[src/rtl/lpc_pkg.sv]
package lpc_pkg;

	localparam int unsigned MCLK_HZ = 100_000_000;
	localparam int unsigned OSC_HZ = 16_000_000;
	// 16 MHz made from mclk by a fractional accumulator (+16 mod 100)
	localparam logic [8:0] OSC_STEP = 9'(OSC_HZ / 1_000_000);
	localparam logic [8:0] OSC_MOD = 9'(MCLK_HZ / 1_000_000);

	localparam int NUM_OUT = 18;
	localparam int GRP_SIZE = 3;
	localparam int NUM_GRP = 6;
	localparam int DC_BANK = 6;
	localparam int DUTY_BYTES = 2 * NUM_OUT;
	localparam int STAT_PER_REG = 4;

	localparam logic [7:0] ADDR_CTRL = 8'h00;
	localparam logic [7:0] ADDR_DUTY_FIRST = 8'h01;
	localparam logic [7:0] ADDR_DUTY_LAST = 8'h24;
	localparam logic [7:0] ADDR_PHASE = 8'h70;
	localparam logic [7:0] ADDR_DETECT = 8'h71;
	localparam logic [7:0] ADDR_STAT_FIRST = 8'h72;
	localparam logic [7:0] ADDR_STAT_LAST = 8'h76;
	localparam logic [7:0] ADDR_SPREAD = 8'h78;

	localparam logic [1:0] RES_8 = 2'h0;
	localparam logic [1:0] RES_10 = 2'h1;
	localparam logic [1:0] RES_12 = 2'h2;
	localparam logic [1:0] RES_16 = 2'h3;
	localparam logic [15:0] MASK_8 = 16'h00FF;
	localparam logic [15:0] MASK_10 = 16'h03FF;
	localparam logic [15:0] MASK_12 = 16'h0FFF;
	localparam logic [15:0] MASK_16 = 16'hFFFF;
	localparam logic [15:0] SIXTH_8 = 16'(256 / NUM_GRP);
	localparam logic [15:0] SIXTH_10 = 16'(1024 / NUM_GRP);
	localparam logic [15:0] SIXTH_12 = 16'(4096 / NUM_GRP);
	localparam logic [15:0] SIXTH_16 = 16'(65536 / NUM_GRP);

	localparam logic [1:0] DET_OFF = 2'h0;
	localparam logic [1:0] DET_SHORT = 2'h2;
	localparam logic [1:0] DET_OPEN = 2'h3;

	localparam logic [7:0] REG_RST = 8'h00;
	localparam logic [7:0] PRE_ONE = 8'h01;

	typedef struct packed {
		logic spare7;
		logic [2:0] oscillatorSelect;
		logic spare3;
		logic [1:0] pwmResolutionSelect;
		logic softShutdown_n;
	} lpc_ctrl_s;

	typedef struct packed {
		logic spare7;
		logic groupDelayEnable;
		logic [NUM_GRP-1:0] groupClockPhaseSelect;
	} lpc_phase_s;

	typedef struct packed {
		logic [2:0] dcMode;
		logic spreadEnable;
		logic [1:0] spreadRange;
		logic [1:0] spreadCycle;
	} lpc_spread_s;

endpackage

[src/rtl/lpc_led_pwm.sv]
`timescale 1ns/1ps
`default_nettype none

// What this block does
// RULE1 - reset gives 8-bit resolution, about 62 kHz, from a 16 MHz oscillator
// RULE2 - control register 00h picks frequency 122 Hz to 62 kHz via two fields; code goes down to about 1.9 Hz (oscillator select 7, 16-bit)
// RULE3 - with delay and clock phase off, all outputs turn on at cycle start
// RULE4 - delay enable bit in 70h staggers output turn-on
// RULE5 - eighteen outputs form six groups of three, outputs one to three first
// RULE6 - each group starts one sixth period after the group before it
// RULE7 - clock phase bit 0: all halves of the group turn on at cycle start
// RULE8 - clock phase bit 1: first current half still turns on at cycle start
// RULE9 - clock phase bit 1: second current half turns off at cycle end
// RULE10 - group delay and clock phase split apply together
// RULE11 - detect field 00 to 10 captures shorts, 00 to 11 captures opens
// RULE12 - host reads captured results at 72h to 76h
// RULE13 - range field of 78h picks spreading of 5, 15, 24 or 34 percent
// RULE14 - duty has 256, 1024, 4096 or 65536 steps per resolution
// RULE15 - no shutdown mode alters any register
// RULE16 - soft shutdown bit of 00h at 0 enters software shutdown
// RULE17 - software shutdown darkens all outputs, registers stay accessible
// RULE18 - shutdown pin low enters hardware shutdown, analog disabled
// RULE19 - shutdown pin high leaves hardware shutdown
// RULE20 - shutdown pin rising edge resets host interface logic only
// RULE21 - registers stay accessible during hardware shutdown
// RULE22 - group offset is whole oscillator ticks, one sixth of the period
module lpc_led_pwm
	import lpc_pkg::*;
(
	input wire logic mclk,
	input wire logic reset_n,
	input wire logic ce,
	input wire logic [7:0] regAddr,
	input wire logic [7:0] regWdata,
	input wire logic regWr,
	input wire logic regRd,
	output logic [7:0] regRdata_r,
	input wire logic hard_shutdown_n_pin,
	input wire logic [NUM_OUT-1:0] shortSense,
	input wire logic [NUM_OUT-1:0] openSense,
	output logic [NUM_OUT-1:0] ledOutA_r,
	output logic [NUM_OUT-1:0] ledOutB_r,
	output logic analogEnable_r,
	output logic hostIfReset_r,
	output logic spreadEnable_r,
	output logic [1:0] spreadRange_r,
	output logic [1:0] spreadCycle_r
);

	lpc_ctrl_s ctrl_r;
	lpc_phase_s phase_r;
	lpc_spread_s spread_r;
	logic [1:0] detect_r;
	logic [NUM_OUT-1:0] faultStat_r;
	logic [7:0] dutyMem [DUTY_BYTES];

	logic [8:0] oscAcc_r;
	logic [8:0] oscSum;
	logic oscTick;
	logic [7:0] preCnt_r;
	logic [7:0] preLimit;
	logic pwmTick;
	logic [15:0] cnt_r;
	logic [15:0] periodMask;
	logic [15:0] sixth;
	logic pinPrev_r;
	logic outputsActive;
	logic [NUM_OUT-1:0] ledNxtA;
	logic [NUM_OUT-1:0] ledNxtB;
	logic [15:0] grpOff [NUM_GRP];
	logic [7:0] readMux;

	logic wrCtrl;
	logic wrPhase;
	logic wrDetect;
	logic wrSpread;
	logic wrDuty;
	logic [7:0] dutyIdx;
	logic inDuty;
	logic inStat;
	logic detFromOff;
	logic detToShort;
	logic detToOpen;

	assign wrCtrl = regWr && (regAddr == ADDR_CTRL);
	assign wrPhase = regWr && (regAddr == ADDR_PHASE);
	assign wrDetect = regWr && (regAddr == ADDR_DETECT);
	assign wrSpread = regWr && (regAddr == ADDR_SPREAD);
	assign inDuty = (regAddr >= ADDR_DUTY_FIRST) &&
		(regAddr <= ADDR_DUTY_LAST);
	assign inStat = (regAddr >= ADDR_STAT_FIRST) &&
		(regAddr <= ADDR_STAT_LAST);
	assign wrDuty = regWr && inDuty;
	assign dutyIdx = regAddr - ADDR_DUTY_FIRST;

	// a capture needs the field to leave 00 in this very write
	assign detFromOff = wrDetect && (detect_r == DET_OFF);
	assign detToShort = detFromOff && (regWdata[1:0] == DET_SHORT);
	assign detToOpen = detFromOff && (regWdata[1:0] == DET_OPEN);

	// register writes take effect regardless of either shutdown
	always_ff @(posedge mclk or negedge reset_n) begin
		if (!reset_n) begin
			ctrl_r <= lpc_ctrl_s'(REG_RST); // [RULE1]
		end else if (ce && wrCtrl) begin
			ctrl_r <= lpc_ctrl_s'(regWdata); // [RULE2] [RULE16] [RULE21]
		end
	end

	always_ff @(posedge mclk or negedge reset_n) begin
		if (!reset_n) begin
			phase_r <= lpc_phase_s'(REG_RST); // [RULE3]
		end else if (ce && wrPhase) begin
			phase_r <= lpc_phase_s'(regWdata);
		end
	end

	always_ff @(posedge mclk or negedge reset_n) begin
		if (!reset_n) begin
			spread_r <= lpc_spread_s'(REG_RST);
		end else if (ce && wrSpread) begin
			spread_r <= lpc_spread_s'(regWdata);
		end
	end

	always_ff @(posedge mclk or negedge reset_n) begin
		if (!reset_n) begin
			for (int k = 0; k < DUTY_BYTES; k++) begin
				dutyMem[k] <= REG_RST;
			end
		end else if (ce && wrDuty) begin
			dutyMem[dutyIdx[5:0]] <= regWdata;
		end
	end

	always_ff @(posedge mclk or negedge reset_n) begin
		if (!reset_n) begin
			detect_r <= DET_OFF;
		end else if (ce && wrDetect) begin
			detect_r <= regWdata[1:0];
		end
	end

	// capture only on the transition out of 00; rewriting 10 keeps old result
	always_ff @(posedge mclk or negedge reset_n) begin
		if (!reset_n) begin
			faultStat_r <= '0;
		end else if (ce && detToShort) begin
			faultStat_r <= shortSense; // [RULE11]
		end else if (ce && detToOpen) begin
			faultStat_r <= openSense; // [RULE11]
		end
	end

	// status packs four outputs per byte on the odd bit positions
	function automatic logic [7:0] statByte(input logic [2:0] idx,
		input logic [NUM_OUT-1:0] stat);
		logic [7:0] b;
		int n;
		b = '0;
		for (int j = 0; j < STAT_PER_REG; j++) begin
			n = int'(idx) * STAT_PER_REG + j;
			if (n < NUM_OUT) begin
				b[2 * j + 1] = stat[n];
			end
		end
		return b;
	endfunction

	always_comb begin
		readMux = '0;
		if (regAddr == ADDR_CTRL) begin
			readMux = ctrl_r;
		end else if (inDuty) begin
			readMux = dutyMem[dutyIdx[5:0]];
		end else if (regAddr == ADDR_PHASE) begin
			readMux = phase_r;
		end else if (regAddr == ADDR_DETECT) begin
			readMux = {6'h00, detect_r};
		end else if (inStat) begin
			readMux = statByte(3'(regAddr - ADDR_STAT_FIRST),
				faultStat_r); // [RULE12]
		end else if (regAddr == ADDR_SPREAD) begin
			readMux = spread_r;
		end
	end

	always_ff @(posedge mclk or negedge reset_n) begin
		if (!reset_n) begin
			regRdata_r <= '0;
		end else if (ce) begin
			if (regRd) begin
				regRdata_r <= readMux; // [RULE17] [RULE21]
			end else begin
				regRdata_r <= '0;
			end
		end
	end

	// oscillator tick: mean 16 MHz, jitter of one mclk period per tick
	assign oscSum = oscAcc_r + OSC_STEP;
	assign oscTick = oscSum >= OSC_MOD;

	always_ff @(posedge mclk or negedge reset_n) begin
		if (!reset_n) begin
			oscAcc_r <= '0;
		end else if (ce) begin
			if (oscTick) begin
				oscAcc_r <= oscSum - OSC_MOD; // [RULE1]
			end else begin
				oscAcc_r <= oscSum;
			end
		end
	end

	// oscillator select divides the tick by a power of two
	assign preLimit = (PRE_ONE << ctrl_r.oscillatorSelect) - PRE_ONE;
	assign pwmTick = oscTick && (preCnt_r >= preLimit);

	always_ff @(posedge mclk or negedge reset_n) begin
		if (!reset_n) begin
			preCnt_r <= '0;
		end else if (ce && oscTick) begin
			if (preCnt_r >= preLimit) begin
				preCnt_r <= '0; // [RULE2]
			end else begin
				preCnt_r <= preCnt_r + PRE_ONE;
			end
		end
	end

	always_comb begin
		case (ctrl_r.pwmResolutionSelect)
			RES_8: begin
				periodMask = MASK_8;
				sixth = SIXTH_8;
			end
			RES_10: begin
				periodMask = MASK_10;
				sixth = SIXTH_10;
			end
			RES_12: begin
				periodMask = MASK_12;
				sixth = SIXTH_12;
			end
			RES_16: begin
				periodMask = MASK_16;
				sixth = SIXTH_16;
			end
			default: begin
				periodMask = MASK_8;
				sixth = SIXTH_8;
			end
		endcase
	end

	// masking keeps the count legal after a resolution change mid-cycle
	always_ff @(posedge mclk or negedge reset_n) begin
		if (!reset_n) begin
			cnt_r <= '0;
		end else if (ce && pwmTick) begin
			cnt_r <= (cnt_r + 16'h0001) & periodMask; // [RULE14] [RULE2]
		end
	end

	generate
		for (genvar g = 0; g < NUM_GRP; g++) begin : grp
			logic [31:0] offWide;
			assign offWide = g * sixth;
			// offset counted in pwm ticks, floor of a sixth of the period
			assign grpOff[g] = phase_r.groupDelayEnable ?
				offWide[15:0] : '0; // [RULE6] [RULE22] [RULE4] [RULE3]
		end
	endgenerate

	generate
		for (genvar i = 0; i < NUM_OUT; i++) begin : chan
			logic [15:0] localCnt;
			logic [15:0] duty;
			logic [16:0] tailSum;
			logic dcOn;
			logic clkPhase;
			logic onFront;
			logic onTail;
			// group of output i is i / 3
			assign localCnt = (cnt_r - grpOff[i / GRP_SIZE]) &
				periodMask; // [RULE5] [RULE10]
			assign duty = {dutyMem[2 * i + 1], dutyMem[2 * i]} &
				periodMask; // [RULE14]
			assign tailSum = {1'b0, localCnt} + {1'b0, duty};
			assign dcOn = spread_r.dcMode[i / DC_BANK];
			assign clkPhase =
				phase_r.groupClockPhaseSelect[i / GRP_SIZE];
			// front-aligned pulse: on from cycle start for duty counts
			assign onFront = localCnt < duty; // [RULE7] [RULE8]
			// tail-aligned pulse: off exactly at cycle end
			assign onTail = tailSum > {1'b0, periodMask}; // [RULE9]
			assign ledNxtA[i] = outputsActive && (dcOn || onFront);
			assign ledNxtB[i] = outputsActive &&
				(dcOn || (clkPhase ? onTail : onFront)); // [RULE7]
		end
	endgenerate

	// shutdown gates the outputs only, never a register
	assign outputsActive = ctrl_r.softShutdown_n &&
		hard_shutdown_n_pin; // [RULE15] [RULE16] [RULE17] [RULE18]

	always_ff @(posedge mclk or negedge reset_n) begin
		if (!reset_n) begin
			ledOutA_r <= '0;
		end else if (ce) begin
			ledOutA_r <= ledNxtA; // [RULE17]
		end
	end

	// second half kept apart: its phase may differ from the first
	always_ff @(posedge mclk or negedge reset_n) begin
		if (!reset_n) begin
			ledOutB_r <= '0;
		end else if (ce) begin
			ledOutB_r <= ledNxtB; // [RULE17]
		end
	end

	always_ff @(posedge mclk or negedge reset_n) begin
		if (!reset_n) begin
			analogEnable_r <= 1'b0;
		end else if (ce) begin
			analogEnable_r <= hard_shutdown_n_pin; // [RULE18] [RULE19]
		end
	end

	// reset value high so a pin already high at release gives no pulse
	always_ff @(posedge mclk or negedge reset_n) begin
		if (!reset_n) begin
			pinPrev_r <= 1'b1;
		end else if (ce) begin
			pinPrev_r <= hard_shutdown_n_pin;
		end
	end

	always_ff @(posedge mclk or negedge reset_n) begin
		if (!reset_n) begin
			hostIfReset_r <= 1'b0;
		end else if (ce) begin
			hostIfReset_r <= hard_shutdown_n_pin && !pinPrev_r; // [RULE20]
		end
	end

	always_ff @(posedge mclk or negedge reset_n) begin
		if (!reset_n) begin
			spreadEnable_r <= 1'b0;
		end else if (ce) begin
			spreadEnable_r <= spread_r.spreadEnable;
		end
	end

	always_ff @(posedge mclk or negedge reset_n) begin
		if (!reset_n) begin
			spreadRange_r <= '0;
		end else if (ce) begin
			spreadRange_r <= spread_r.spreadRange; // [RULE13]
		end
	end

	always_ff @(posedge mclk or negedge reset_n) begin
		if (!reset_n) begin
			spreadCycle_r <= '0;
		end else if (ce) begin
			spreadCycle_r <= spread_r.spreadCycle;
		end
	end

endmodule

`default_nettype wire

[config.mk]
export PLATFORM = sky130hd
export DESIGN_NAME = lpc_led_pwm
export DESIGN_NICKNAME = d
export VERILOG_FILES = /design/src/rtl/lpc_pkg.sv /design/src/rtl/lpc_led_pwm.sv
export SDC_FILE = /design/constraint.sdc
export NUM_CORES = 2
export LEC_CHECK = 0
export ABC_AREA = 1
export BUFFER_PORTS_ARGS = -buffer_cell sky130_fd_sc_hd__buf_2
export CORE_MARGIN = 2
export CORE_UTILIZATION = 45
export DETAILED_ROUTE_END_ITERATION = 6
export GPL_TIMING_DRIVEN = 0
export SETUP_SLACK_MARGIN = 0.02
export SLEW_MARGIN = 25
export SYNTH_ARGS = -nofsm -noshare
export SYNTH_HDL_FRONTEND = slang
export SYNTH_SLANG_ARGS = --single-unit
[constraint.sdc]
create_clock -name mclk -period 6.7 [get_ports mclk]
set_input_delay 0.335 -clock mclk [delete_from_list [all_inputs] [get_ports mclk]]
set_output_delay 0.335 -clock mclk [all_outputs]
set_load 0.005 [all_outputs]
==> impl_metrics.ini <==
[timing]
skew_ps = 38.8
fin_crit_ps = 6540
setup_tns_ps = 0
slew_headroom = 0.201
fin_crit_sh = 0.976
drv_slew = 0
hold_viol = 0
clock.fmax_mhz = 153
setup_viol = 0
rsz0062_at_grt = true
worst_pin_slew_ps = 1200

[setup_path]
crit_path_start_kind = flop
r2r.worst_path.cells = 43
max_stage_delay_ps = 440
crit_path_end_kind = flop
cp_slowest_cell = dfrtp_2
crit_arrival_ps = 7040
worstPathRequired_ps = 7200
path_common_cell = nand2_1
crit_type = flop to flop
crit_fanout = 10

[synthesis]
syn_inst = 6504
synth_cell_type_count = 73
synth-edff-count = 0
syn_area_per_cell_um2 = 6.97
synth_ff_type = dfrtp_1
synth.top_cells.by_area = dfrtp_1, ha_1, nand2_1
syn_area_mm2 = 0.0453
synth_top_cell_by_area = dfrtp_1
synth_top_area_share = 0.229
synth_seq_cells = 415
synth_nets = 7340
async_flop_share = 1.00
yosys_warnings = 0
synth_seq_area_share = 0.229

[global_routing]
grt_pass1_vias = 43800
grt_pass1_wl_um = 287000
grt_use_total = 0.377
grt_start_max_net_pins = 89
grt_overflow_total = 0
grt_antenna_before_repair = 12

[detailed_routing]
drt_iter0_markers = 5020
wl_per_cell_um = 24.7
postRouteAntennaNets = 0
detail_route.first_pass.iterations = 6
vias = 46700
drcViolationCount = 0
via_per_inst = 5.79
wl_um = 200000

[power_and_ir_drop]
vdd_drop_max_v = 0.000253
power_density_mw_per_mm2 = 259
leakagePower_nw = 28.1
p_total_w = 0.0132

[layout]
fin_util = 0.510
fill_cells = 10200
area_growth_pct = 12.6
multi_input_area_mm2 = 0.0312
nets = 7569
layout_commonest_cell = nand2_1
drive_gt1_frac = 0.0766
layout_common_cells = nand2_1, inv_1, ha_1
ff_latch_area_mm2 = 0.0104

[clock_network]
ctsHtreeMaxLevel = 2
clk_latency_ps = 640
cts_max_path_buffers = 3
clk_transition_reported_paths_ps = 70
cts_buffers = 51
tritoncts = yes
cts_sinks = 415
cts-root-buf = clkbuf_16

[floorplan]
num_rows = 116
die_h_um = 321
initial_core_util = 0.453
die_w_um = 321
ios = 109
core_mm2 = 0.100
die_area_mm2 = 0.103

[run]
maxCapViolCount = 0

[status]
status = completed

[placed_design]
dp_hpwl_um = 156000
gp_congestion = 1.03
port_buffers = 106

[worst_hold_path]
hp-class = primary input to flop
holdPathStages = 3
-- power by group --
| part | switching (W) | total, W | internal [W] |
|---|---|---|---|
| Clock | 0.00125 | 0.00310 | 0.00185 |
| Combinational | 0.00497 | 0.00725 | 0.00228 |
| Sequential | 0.000263 | 0.00288 | 0.00262 |
-- what timing repair did --
item / CTS / global route
setup buffers: 24 / 28
endpoints found under the hold margin: 56 / 0
gates resized for setup: 83 / 80
endpoints found under the setup margin: 31 / 15
gates cloned: 0 / 1
pin swaps: 4 / 14
hold buffers: 5 / 0
-- area by class of cell --
cell class / instances / area share
diodes: 2 / 0.0000980
clock inverters: 28 / 0.00743
multi-input cells: 4941 / 0.612
well taps: 1298 / 0.0318
clock buffers: 65 / 0.0286
flip-flops and latches: 415 / 0.204
inverters: 975 / 0.0722
plain buffers: 167 / 0.0160
repair buffers: 182 / 0.0281
-- worst max-delay path: cells and delay by family, from the launching register on --
kind                       cells  cell delay (ps)
DFF                            1              440
adders and majority gates      3              920
xor gates and xnor gates       1              160
AOI/OAI and AO/OA             12             1790
and+or+nand+nor               18             1700
buffers and inverters          9             1340
-- synth_stat cells, types with 30 or more instances --
| cell type | n |
|---|---|
| ha_1 | 760 |
| o211ai_1 | 34 |
| o21ai_0 | 506 |
| nor2_1 | 447 |
| nand4_1 | 116 |
| o22ai_1 | 110 |
| dfrtp_1 | 414 |
| nor3_1 | 79 |
| clkbuf_1 | 136 |
| a211oi_1 | 30 |
| o21bai_1 | 49 |
| nand3_1 | 248 |
| nor4_1 | 36 |
| inv_1 | 958 |
| xor2_1 | 179 |
| o21ai_1 | 85 |
| a21oi_1 | 470 |
| nand2_1 | 1466 |
| a221oi_1 | 30 |
-- cells by family (layout without fill, tap and decap cells) --
logic type	Yosys count	in the layout	share of synthesized area
AO/OA/AOI/OAI	1476	1476	0.186
XOR/XNOR	202	202	0.0394
adder cells (fa/ha/maj)	778	778	0.218
buffers and inverters	1148	1417	0.0963
flip-flops	415	415	0.229
multiplexers	18	18	0.00397
other	1	3	0.0000827
AND/OR/NAND/NOR	2466	2466	0.228
-- path summary, 6_finish.rpt --
check | from | slack [ps] | to
max in group asynchronous | reset_n | 4490 | dutyMem[200]$_DFFE_PN0P_
min | shortSense[14] | 5 | faultStat_r[14]$_DFFE_PN0P_
max reg2reg | ctrl_r[2]$_DFFE_PN0P_ | 160 | ledOutB_r[5]$_DFFE_PN0P_
min in group asynchronous | reset_n | 230 | ledOutB_r[13]$_DFFE_PN0P_
min reg2reg | pinPrev_r$_DFFE_PN1P_ | 460 | pinPrev_r$_DFFE_PN1P_
max | ctrl_r[2]$_DFFE_PN0P_ | 160 | ledOutB_r[5]$_DFFE_PN0P_
-- layer usage --
metal | global-route usage | up-vias | wire, um
li1 | - | 22100 | -
met1 | 0.492 | 22000 | 82500
met2 | 0.577 | 2104 | 85100
met3 | 0.0877 | 474 | 19300
met4 | 0.198 | 10 | 12800
met5 | 0 | - | 66
-- stage by stage --
step | hold WS [ps] | worst slack, ps | area (um2) | instances
after floorplan | 39.4 | 719 | 45300 | 6504
after global placement | 450 | -4860 | 47500 | 7908
after detailed placement | 308 | -2740 | 48100 | 7927
after CTS | 0.214 | 20.4 | 50500 | 8047
after global routing | 36.0 | -42.5 | 51000 | 8071
final | 4.83 | 162 | 51000 | 8073
-- state kept, by name, summed over array words and instances (netlist names), 2 cells and up --
signal,cells
ledOutB_r,18
ctrl_r,8
preCnt_r,8
oscAcc_r,7
dutyMem,288
ledOutA_r,18
spreadRange_r,2
chan.clkPhase,6
faultStat_r,18
spread_r,5
cnt_r,16
detect_r,2
chan.dcOn,3
regRdata_r,8
spreadCycle_r,2
phase_r,2
Note: power is estimated with default switching activity, not from simulation.
